`config.mk`:
```
export PLATFORM = sky130hd
export DESIGN_NAME = comparator_control_logic
export DESIGN_NICKNAME = d
export VERILOG_FILES = /design/src/core/cmp_ctrl_pkg.sv /design/src/core/cmp_edge_detect.sv /design/src/core/cmp_sync.sv /design/src/core/comparator_control_logic.sv
export SDC_FILE = /design/constraint.sdc
export NUM_CORES = 1
export LEC_CHECK = 0
export BUFFER_PORTS_ARGS = -buffer_cell sky130_fd_sc_hd__buf_2
export CAP_MARGIN = 30
export CORE_AREA = 2 2 89 113
export CTS_CLUSTER_DIAMETER = 40
export DETAILED_ROUTE_END_ITERATION = 7
export DIE_AREA = 0 0 91 115
export PLACE_DENSITY = 0.58
export RECOVER_POWER = 100
export REMOVE_ABC_BUFFERS = 1
export SLEW_MARGIN = 10
export SYNTH_ARGS = -nofsm -noshare
export SYNTH_HDL_FRONTEND = slang
export SYNTH_HIERARCHICAL = 1
export SYNTH_SLANG_ARGS = --single-unit
```
`constraint.sdc`:
```
create_clock -name clock -period 6.15 [get_ports clock]
set_clock_uncertainty 0.05 [all_clocks]
set_input_delay 1.5375 -clock clock [delete_from_list [all_inputs] [get_ports clock]]
set_output_delay 1.5375 -clock clock [all_outputs]
set_load 0.02 [all_outputs]
```
`src/core/cmp_ctrl_pkg.sv`:
```
// Purpose: shared constants and types of the comparator control block
// Assumes: 8-bit register port, analog levels given as unsigned codes
// Notes:   offsets are byte addresses on the plain register port
package cmp_ctrl_pkg;

    // width of an analog level code
    localparam int unsigned VOLT_W = 10;
    typedef logic [VOLT_W-1:0] volt_t;

    // analog levels seen by the comparator front end
    typedef struct packed {
        volt_t       pos_pin;
        volt_t       neg_pin;
        volt_t [3:0] chan;
        volt_t       bandgap;
    } analog_in_t;

    // one register port request
    typedef struct packed {
        logic [7:0] addr;
        logic [7:0] wdata;
        logic       wr;
        logic       rd;
    } reg_req_t;

    // register offsets
    localparam logic [7:0] OFF_CONV_B     = 8'h03;
    localparam logic [7:0] OFF_CMP_CTRL   = 8'h08;
    localparam logic [7:0] OFF_DIN_DIS    = 8'h14;
    localparam logic [7:0] OFF_IRQ_STATUS = 8'h20;
    localparam logic [7:0] OFF_IRQ_CLEAR  = 8'h21;
    localparam logic [7:0] OFF_IRQ_ENABLE = 8'h22;

    // converter control b fields
    localparam int unsigned NEG_MUX_EN_BIT = 6;
    localparam logic [7:0]  CONV_B_WMASK   = 8'he7;
    localparam logic [7:0]  CONV_B_RESET   = 8'h00;

    // comparator control fields
    localparam int unsigned POWER_OFF_BIT = 7;
    localparam int unsigned BANDGAP_BIT   = 6;
    localparam int unsigned OUT_BIT       = 5;
    localparam int unsigned FLAG_BIT      = 4;
    localparam int unsigned IRQ_EN_BIT    = 3;
    localparam int unsigned RSVD_BIT      = 2;
    localparam int unsigned EDGE_MSB      = 1;
    localparam int unsigned EDGE_LSB      = 0;

    // digital input disable fields
    localparam int unsigned POS_OFF_BIT   = 0;
    localparam int unsigned NEG_OFF_BIT   = 1;
    localparam int unsigned DIN_DIS_W     = 6;
    localparam logic [5:0]  DIN_DIS_RESET = 6'h00;

    // interrupt status, clear and enable layout
    localparam int unsigned EVT_BIT = 0;

    // edge selection codes
    typedef enum logic [1:0] {
        EDGE_TOGGLE = 2'b00,
        EDGE_RSVD   = 2'b01,
        EDGE_FALL   = 2'b10,
        EDGE_RISE   = 2'b11
    } edge_mode_t;

endpackage

```
`src/core/cmp_edge_detect.sv`:
```
// Purpose: selectable edge detector on the synchronised output
// Assumes: level comes from a flip-flop
// Notes:   event is a combinational one-cycle pulse
`timescale 1ns/1ps
module cmp_edge_detect
    import cmp_ctrl_pkg::*;
(
    input  wire logic       clock,
    input  wire logic       resetn,
    input  wire logic       level,
    input  wire edge_mode_t mode,
    output logic            event_pulse
);
    typedef struct packed {
        logic prev;
    } edge_state_t;

    edge_state_t st_q;
    edge_state_t st_d;

    // previous sample and edge decode
    always_comb begin
        st_d.prev = level; // RULE16
        case (mode)
            EDGE_TOGGLE: event_pulse = level ^ st_q.prev; // RULE10
            EDGE_FALL:   event_pulse = st_q.prev & ~level; // RULE10
            EDGE_RISE:   event_pulse = ~st_q.prev & level; // RULE10
            default:     event_pulse = 1'b0; // RULE16
        endcase
    end

    always_ff @(posedge clock or negedge resetn) begin
        if (!resetn) begin
            st_q <= '0;
        end else begin
            st_q <= st_d;
        end
    end
endmodule

```
`src/core/cmp_sync.sv`:
```
// Purpose: two-stage synchroniser with hold on the second stage
// Assumes: d may change on any cycle
// Notes:   first stage feeds only the second stage
`timescale 1ns/1ps
module cmp_sync (
    input  wire logic clock,
    input  wire logic resetn,
    input  wire logic d,
    input  wire logic en,
    output logic      q
);
    typedef struct packed {
        logic s1;
        logic s2;
    } sync_state_t;

    sync_state_t st_q;
    sync_state_t st_d;

    // second stage freezes while en is low
    always_comb begin
        st_d    = st_q;
        st_d.s1 = d;
        if (en) begin
            st_d.s2 = st_q.s1; // RULE5
        end
    end

    always_ff @(posedge clock or negedge resetn) begin
        if (!resetn) begin
            st_q <= '0;
        end else begin
            st_q <= st_d;
        end
    end

    assign q = st_q.s2;
endmodule

```
`src/core/comparator_control_logic.sv`:
```
// Purpose: register and control logic around the on-chip comparator
// Assumes: pins, converter controls and analog codes are synchronous
// Notes:   read data stand only in the cycle after the read strobe
//
// Design decision made here: the strobed register port.
`timescale 1ns/1ps

// How it works
// RULE1: result is one when positive exceeds negative
// RULE2: mux on, converter off: channel picks negative
// RULE3: otherwise the negative pin feeds the comparator
// RULE4: bandgap select swaps in the bandgap reference
// RULE5: result is synchronised before the status bit
// RULE6: selected edge sets the event flag
// RULE7: taking the interrupt vector clears the flag
// RULE8: writing one clears flag, zero keeps it
// RULE9: request while flag, enable and global enable
// RULE10: edge codes toggle, reserved, falling, rising
// RULE11: disable bit powers the comparator off
// RULE12: software disables interrupt before mode changes
// RULE13: control bit 2 ignores writes, reads zero
// RULE14: input disable blocks buffer, pin reads zero
// RULE15: converter enable gates the channel path
// RULE16: edges from current versus previous sample
// RULE17: powered off, synchronised output holds still
module comparator_control_logic
    import cmp_ctrl_pkg::*;
(
    input  wire logic       clock,
    input  wire logic       resetn,
    input  wire reg_req_t   req,
    output logic [7:0]      rdata,
    input  wire analog_in_t ain,
    input  wire logic       converter_enable,
    input  wire logic [1:0] channel_select,
    input  wire logic       global_irq_enable,
    input  wire logic       irq_vector_taken,
    input  wire logic       pos_pin_digital,
    input  wire logic       neg_pin_digital,
    output logic            pos_pin_read,
    output logic            neg_pin_read,
    output logic            pos_pin_buffer_off,
    output logic            neg_pin_buffer_off,
    output logic            cmp_power_off,
    output logic            bandgap_select,
    output logic            cmp_out_sync,
    output logic            cmp_irq,
    output logic            irq
);
    typedef struct packed {
        logic [7:0]           conv_b;
        logic                 power_off;
        logic                 bandgap;
        logic                 flag;
        logic                 irq_en;
        edge_mode_t           mode;
        logic [DIN_DIS_W-1:0] din_dis;
        logic                 evt_status;
        logic                 evt_enable;
        logic [7:0]           rdata;
        logic                 cmp_irq;
        logic                 irq;
        logic                 pos_read;
        logic                 neg_read;
    } ctrl_state_t;

    ctrl_state_t st_q;
    ctrl_state_t st_d;

    volt_t pos_level;
    volt_t neg_level;
    logic  neg_mux_enable;
    logic  use_channel;
    logic  raw_result;
    logic  edge_event;
    logic  wr_ctrl;
    logic  flag_clear;
    logic  evt_clear;

    // analog input selection and comparison
    always_comb begin
        neg_mux_enable = st_q.conv_b[NEG_MUX_EN_BIT];
        use_channel    = neg_mux_enable & ~converter_enable; // RULE15
        if (st_q.bandgap) begin
            pos_level = ain.bandgap; // RULE4
        end else begin
            pos_level = ain.pos_pin; // RULE4
        end
        if (use_channel) begin
            neg_level = ain.chan[channel_select]; // RULE2
        end else begin
            neg_level = ain.neg_pin; // RULE3
        end
        raw_result = pos_level > neg_level; // RULE1
    end

    // result crosses into the register side, frozen while powered off
    cmp_sync u_sync (
        .clock  (clock),
        .resetn (resetn),
        .d      (raw_result),
        .en     (~st_q.power_off), // RULE17
        .q      (cmp_out_sync)
    );

    // edge selection on the synchronised output
    cmp_edge_detect u_edge (
        .clock       (clock),
        .resetn      (resetn),
        .level       (cmp_out_sync),
        .mode        (st_q.mode),
        .event_pulse (edge_event)
    );

    // clear sources for the flags
    always_comb begin
        wr_ctrl    = req.wr && (req.addr == OFF_CMP_CTRL);
        flag_clear = (wr_ctrl && req.wdata[FLAG_BIT]) || irq_vector_taken; // RULE7 RULE8
        evt_clear  = req.wr && (req.addr == OFF_IRQ_CLEAR) && req.wdata[EVT_BIT];
    end

    // register writes, flags and read data
    always_comb begin
        st_d       = st_q;
        st_d.rdata = 8'h00;
        if (req.wr) begin
            if (req.addr == OFF_CONV_B) begin
                st_d.conv_b = req.wdata & CONV_B_WMASK;
            end else if (req.addr == OFF_CMP_CTRL) begin
                st_d.power_off = req.wdata[POWER_OFF_BIT]; // RULE11
                st_d.bandgap   = req.wdata[BANDGAP_BIT]; // RULE4
                st_d.irq_en    = req.wdata[IRQ_EN_BIT];
                st_d.mode      = edge_mode_t'(req.wdata[EDGE_MSB:EDGE_LSB]); // RULE13
            end else if (req.addr == OFF_DIN_DIS) begin
                st_d.din_dis = req.wdata[DIN_DIS_W-1:0]; // RULE14
            end else if (req.addr == OFF_IRQ_ENABLE) begin
                st_d.evt_enable = req.wdata[EVT_BIT];
            end
        end
        // set wins over clear
        st_d.flag       = edge_event | (st_q.flag & ~flag_clear); // RULE6 RULE8
        st_d.evt_status = edge_event | (st_q.evt_status & ~evt_clear);
        if (req.rd) begin
            if (req.addr == OFF_CONV_B) begin
                st_d.rdata = st_q.conv_b & CONV_B_WMASK;
            end else if (req.addr == OFF_CMP_CTRL) begin
                st_d.rdata = {st_q.power_off, st_q.bandgap, cmp_out_sync, st_q.flag,
                              st_q.irq_en, 1'b0, st_q.mode}; // RULE5 RULE13
            end else if (req.addr == OFF_DIN_DIS) begin
                st_d.rdata = {2'b00, st_q.din_dis};
            end else if (req.addr == OFF_IRQ_STATUS) begin
                st_d.rdata = {7'h00, st_q.evt_status};
            end else if (req.addr == OFF_IRQ_ENABLE) begin
                st_d.rdata = {7'h00, st_q.evt_enable};
            end
        end
        // interrupt requests
        st_d.cmp_irq = st_d.flag & st_d.irq_en & global_irq_enable; // RULE9
        st_d.irq     = st_d.evt_status & st_d.evt_enable;
        // pin readback through the digital buffers
        st_d.pos_read = pos_pin_digital & ~st_q.din_dis[POS_OFF_BIT]; // RULE14
        st_d.neg_read = neg_pin_digital & ~st_q.din_dis[NEG_OFF_BIT]; // RULE14
    end

    // state register
    always_ff @(posedge clock or negedge resetn) begin
        if (!resetn) begin
            st_q         <= '0;
            st_q.conv_b  <= CONV_B_RESET;
            st_q.din_dis <= DIN_DIS_RESET;
        end else begin
            st_q <= st_d;
        end
    end

    // outputs straight from flip-flops
    assign rdata              = st_q.rdata;
    assign pos_pin_read       = st_q.pos_read;
    assign neg_pin_read       = st_q.neg_read;
    assign pos_pin_buffer_off = st_q.din_dis[POS_OFF_BIT];
    assign neg_pin_buffer_off = st_q.din_dis[NEG_OFF_BIT];
    assign cmp_power_off      = st_q.power_off;
    assign bandgap_select     = st_q.bandgap;
    assign cmp_irq            = st_q.cmp_irq;
    assign irq                = st_q.irq;
endmodule

```
==> results of run 1 <==
[report_power, final]
part           internal (mW)  total, mW  leakage (nW)  switching, mW
registers              0.242      0.251         0.467        0.00895
clock network          0.149      0.237        0.0669         0.0883
logic                 0.0605      0.109         0.839         0.0488
[cell families (layout without fill, tap and decap cells)]
kind of cell,after synthesis,in the layout,synth area share
mux,51,51,0.302
simple gates,42,42,0.135
flops,35,35,0.380
compound gates,22,22,0.0766
buf+inv,17,127,0.0413
fa+ha+maj,12,12,0.0652
[per-layer routing]
| metal | vias up | GRT usage |
|---|---|---|
| met5 | - | 0 |
| met4 | 0 | 0.0303 |
| met3 | 2 | 0.0315 |
| met2 | 105 | 0.225 |
| met1 | 914 | 0.124 |
| li1 | 905 | - |
[area by class of cell]
class	instances	area (um2)
Clock inverter	2	12.5
Clock buffer	6	129
Fill cell	1021	6400
Multi-Input combinational cell	127	1270
Timing Repair Buffer	114	547
Sequential cell	35	876
Inverter	5	18.8
Tap cell	126	158
[placed cells by master (no fill, tap or decap), types with 2 or more instances in the layout]
master,synthesis,final
a211oi_1,2,2
a21o_1,2,2
a21oi_1,3,3
a222oi_1,2,2
a22oi_1,6,6
buf_2,1,92
clkbuf_1,2,22
clkbuf_16,0,5
dfrtp_1,35,35
ha_1,12,12
inv_1,5,5
mux2_1,0,6
mux2_2,24,24
mux2i_1,11,11
mux4_2,10,10
nand2_1,0,2
nand3_1,5,5
nand4_1,3,3
nor2_1,3,3
nor2b_1,12,12
nor3_1,2,4
nor3b_1,1,2
or4_1,1,2
[worst max-delay path, delay by kind of cell]
family        cells  cell delay (ps)
buf+inv           1              120
mux               1              430
simple gates      3             1830
[worst min path at each step]
stage | from | end | slack, ps | depth (start not counted)
finish | u_sync/st_q[1] | u_sync/q | 420 | 1
global route | u_sync/st_q[1] | u_sync/q | 450 | 1
CTS | u_sync/st_q[1] | u_sync/q | 430 | 1
detailed placement | u_sync/st_q[1] | u_sync/q | 420 | 1
global placement | u_sync/st_q[1] | u_sync/q | 410 | 1
floorplan | u_sync/st_q[1] | u_sync/q | 410 | 1
[through the flow]
stage	utilization	setup WS, ps	total power [mW]	hold slack [ps]
global placement	0.314	2330	0.368	414
finish	0.320	2340	0.597	422
floorplan	-	2630	0.313	407
CTS	0.329	2550	0.614	431
global route	0.320	2140	0.631	447
detailed placement	0.314	2250	0.371	418
==> flow_summary.ini, run 1 <==
[status]
status = finished, violations left
violations = capacitance limit, slew limit

[route]
drcViolationCount = 0
drt-initial-drc-count = 63
via_per_inst = 4.64
postRouteAntennaNets = 0
dr_wl_met2_um = 3230
vias = 1926
top_layer = met4
wl_met3_um = 518
met1_length_um = 2260
wl_um = 6050
wl_per_cell_um = 14.6
dr.pass1.iters = 4

[setup_path]
worstSetupEndpoint = st_q[21]
crit_fanout = 8
crit_slowest_cell = nor3_1
cp-start-kind = input port
r2r_setup_slack_ps = 3780
reg2reg_to = u_sync/st_q[1]
r2r.worst_path.cells = 7
critPathMaxStageDelay_ps = 800
crit_required_ps = 6250
cp-end-kind = flip-flop
startpoint = req[11]
cp_cell_sequence = buf_2 > or4_1 > nor3_1 > nand2_1 > mux2_1
r2r_start = neg_mux_enable
crit_type = input port to flip-flop
crit_arrival_ps = 3910

[synth]
synth_area_per_cell_um2 = 12.9
synth_edf_count = 0
synth_top_area_frac = 0.380
synthesis.area_um2 = 2300
synth_common_cells = dfrtp_1 (35), mux2_2 (24), ha_1 (12), nor2b_1 (12), mux2i_1 (11)
synthCells = 179
ys_warn_count = 6
ys_seq_area_frac = 0.380
synth_area_leaders = dfrtp_1 (38%), mux2_2 (12%), mux4_2 (9.8%)
synth_cell_types = 44
yosysMostFrequentCell = dfrtp_1
synth_seq_cells = 35
async_flop_share = 1.00
synth_top_area_cell = dfrtp_1
ys.flop_type = dfrtp_1

[timing]
relSlewSlack = -0.260
finalCritPeriodShare = 0.620
rsz0062_at_grt = false
setup_tns_ps = 0
hold_violations = 0
tightest_slew_ps = 1890
setup_violations = 0
fmax_mhz = 262
slew_viol_final = 36
finalCriticalPeriod_ps = 3810

[clock_network]
cts-buffers-inserted = 5
cts-resized-gates = 0
insertion_delay_ps = 270
clock_path_buffers = 2
clk_pin_slew_ps = 50
htreeDepth = 2
cts.sinks = 35
hold_buffers = 0
cts_tree = built
cts_setup_buffers = 0
cts_root_buf = clkbuf_16

[final_layout]
largest_register = st_q
nNetsFinal = 397
drive_gt1_frac = 0.488
final_cells = 415
largest_register_ffs = 15
antenna_cells = 0
stdcell_area_um2 = 3010
syn_to_final_growth_pct = 30.6

[global_routing]
antenna_found_initial = 0
overflow = 0
grt_pass1_wl_um = 9480
grt.total_usage = 0.116
grt_pass1_vias = 1998
grt_start_max_net_pins = 36

[die]
num_rows = 40
die-area_um2 = 10500
boundaryPins = 114
fp.dieW_um = 91
start_util = 0.245
core_region_area_um2 = 9410
dieHeight_um = 115

[placed_design]
numPortBuffers = 113
dp.final_hpwl_um = 5000
post-place-cells = 406
postPlaceCellArea_um2 = 2950
gp_congestion = 0.724

[worst_hold_path]
min_path_type = flip-flop to flip-flop

[power]
p_leak_nw = 1.37
vdd_drop_max_mv = 0.0996
p_per_area_nw_per_um2 = 198

[flow_run]
maxCapViolCount = 1
No activity file was read; power rests on OpenSTA's default activity.
==> run 2, diff against run 1 <==
- PLACE_DENSITY: 0.58 -> 0.6
- clock period: 6.15 -> 3.5 ns (I/O delays scaled with it)
==> flow_summary.ini, run 2 (same netlist as run 1, synthesis figures left out) <==
[die]
dieHeight_um = 115
num_rows = 40
die-area_um2 = 10500
start_util = 0.245
core_region_area_um2 = 9410
fp.dieW_um = 91
boundaryPins = 114

[timing]
finalCritPeriodShare = 0.861
setup_slack_ps = 487
setup_violations = 0
hold_violations = 0
rsz0062_at_grt = false
holdWs_ps = 427
tightest_slew_ps = 1890
finalCriticalPeriod_ps = 3010
slew_viol_final = 36
fmax_mhz = 332
setup_tns_ps = 0
relSlewSlack = -0.259

[setup_path]
worstSetupEndpoint = st_q[17]
r2r_start = bandgap_select
cp-end-kind = flip-flop
crit_required_ps = 3610
r2r.worst_path.cells = 5
cp-start-kind = input port
startpoint = req[11]
reg2reg_to = u_sync/st_q[1]
crit_arrival_ps = 3120
r2r_setup_slack_ps = 1220
crit_type = input port to flip-flop
crit_fanout = 6

[clock_network]
cts_root_buf = clkbuf_16
cts-resized-gates = 0
cts-buffers-inserted = 5
cts.sinks = 35
clock_path_buffers = 2
insertion_delay_ps = 270
cts_tree = built
hold_buffers = 0
clk_pin_slew_ps = 50
cts_setup_buffers = 0
htreeDepth = 2

[placed_design]
numPortBuffers = 113
place_ws_ps = 454
dp.final_hpwl_um = 5050
gp_congestion = 0.730

[route]
drt-initial-drc-count = 71
drcViolationCount = 0
vias = 1898
dr.pass1.iters = 4
wl_um = 6030
wl_per_cell_um = 14.5
via_per_inst = 4.57
postRouteAntennaNets = 0

[power]
p_per_area_nw_per_um2 = 390
p_leak_nw = 1.41
vdd_drop_max_mv = 0.161

[global_routing]
grt_pass1_wl_um = 9660
grt.total_usage = 0.118
antenna_found_initial = 0
grt_start_max_net_pins = 36
overflow = 0
grt_pass1_vias = 2075

[final_layout]
final_common_cell = buf_2
nNetsFinal = 397
largest_register = st_q
largest_register_ffs = 15
syn_to_final_growth_pct = 33.2
drive_gt1_frac = 0.488
seq_area_um2 = 876
multi_input_area_um2 = 1280
most-common-layout-cells = buf_2 (92), dfrtp_1 (35), mux2_2 (23), clkbuf_1 (22)
n_fill_cell = 1014
antenna_cells = 0

[status]
status = finished, violations left
violations = capacitance limit, slew limit

[worst_hold_path]
holdCritStartpoint = u_sync/st_q[1]
min_path_type = flip-flop to flip-flop

[flow_run]
maxCapViolCount = 1
-- run 2: cell count changes in the layout (fill, tap and decap cells not counted) --
cell        previous run  this run
nor3_4                 0         1
mux2_2                24        23
bufinv_16              0         2
clkinvlp_4             1         0
nor3_1                 4         3
clkinv_2               1         0
mux2_1                 6         7
-- run 2: final cells by class --
class | instances | area share
inverters | 5 | 0.00612
repair buffers | 114 | 0.178
flip-flops and latches | 35 | 0.285
clock inverters | 2 | 0.0196
clock buffers | 6 | 0.0420
multi-input cells | 127 | 0.417
well taps | 126 | 0.0514
-- run 2: how the worst min path moves through the flow --
stage / cells after the start / to / slack, ps
final: 1 / u_sync/q / 430
after global routing: 1 / u_sync/q / 450
after CTS: 1 / u_sync/q / 440
after detailed placement: 1 / u_sync/q / 430
after global placement: 1 / u_sync/q / 410
after floorplan: 1 / u_sync/q / 410
-- run 2: where the power goes --
| group | switching (mW) | total [mW] | internal (mW) |
|---|---|---|---|
| registers | 0.0155 | 0.440 | 0.424 |
| clock network | 0.155 | 0.563 | 0.408 |
| logic | 0.0877 | 0.194 | 0.106 |
-- run 2: metal layers --
| layer | track usage | routed length [um] | share of wire | vias to the layer above |
|---|---|---|---|---|
| li1 | - | - | - | 901 |
| met3 | 0.0275 | 520 | 0.086 | 4 |
| met1 | 0.126 | 2290 | 0.38 | 886 |
| met2 | 0.226 | 3150 | 0.52 | 107 |
| met5 | 0 | 0 | 0 | - |
| met4 | 0.0394 | 72 | 0.012 | 0 |
-- run 2: per-stage QoR --
step / utilization / power (mW) / cells / area, um2
finish: 0.326 / 1.20 / 415 / 3070
global route: 0.326 / 1.25 / 415 / 3070
CTS: 0.334 / 1.22 / 415 / 3150
detailed placement: 0.314 / 0.653 / 407 / 2960
global placement: 0.314 / 0.646 / 407 / 2960
floorplan: - / 0.550 / 167 / 2230
-- run 2: critical path: stages --
cell	delay, ps
buf_2	120
or4_1	600
nor3_1	750
nand2_1	400
mux2_2	370
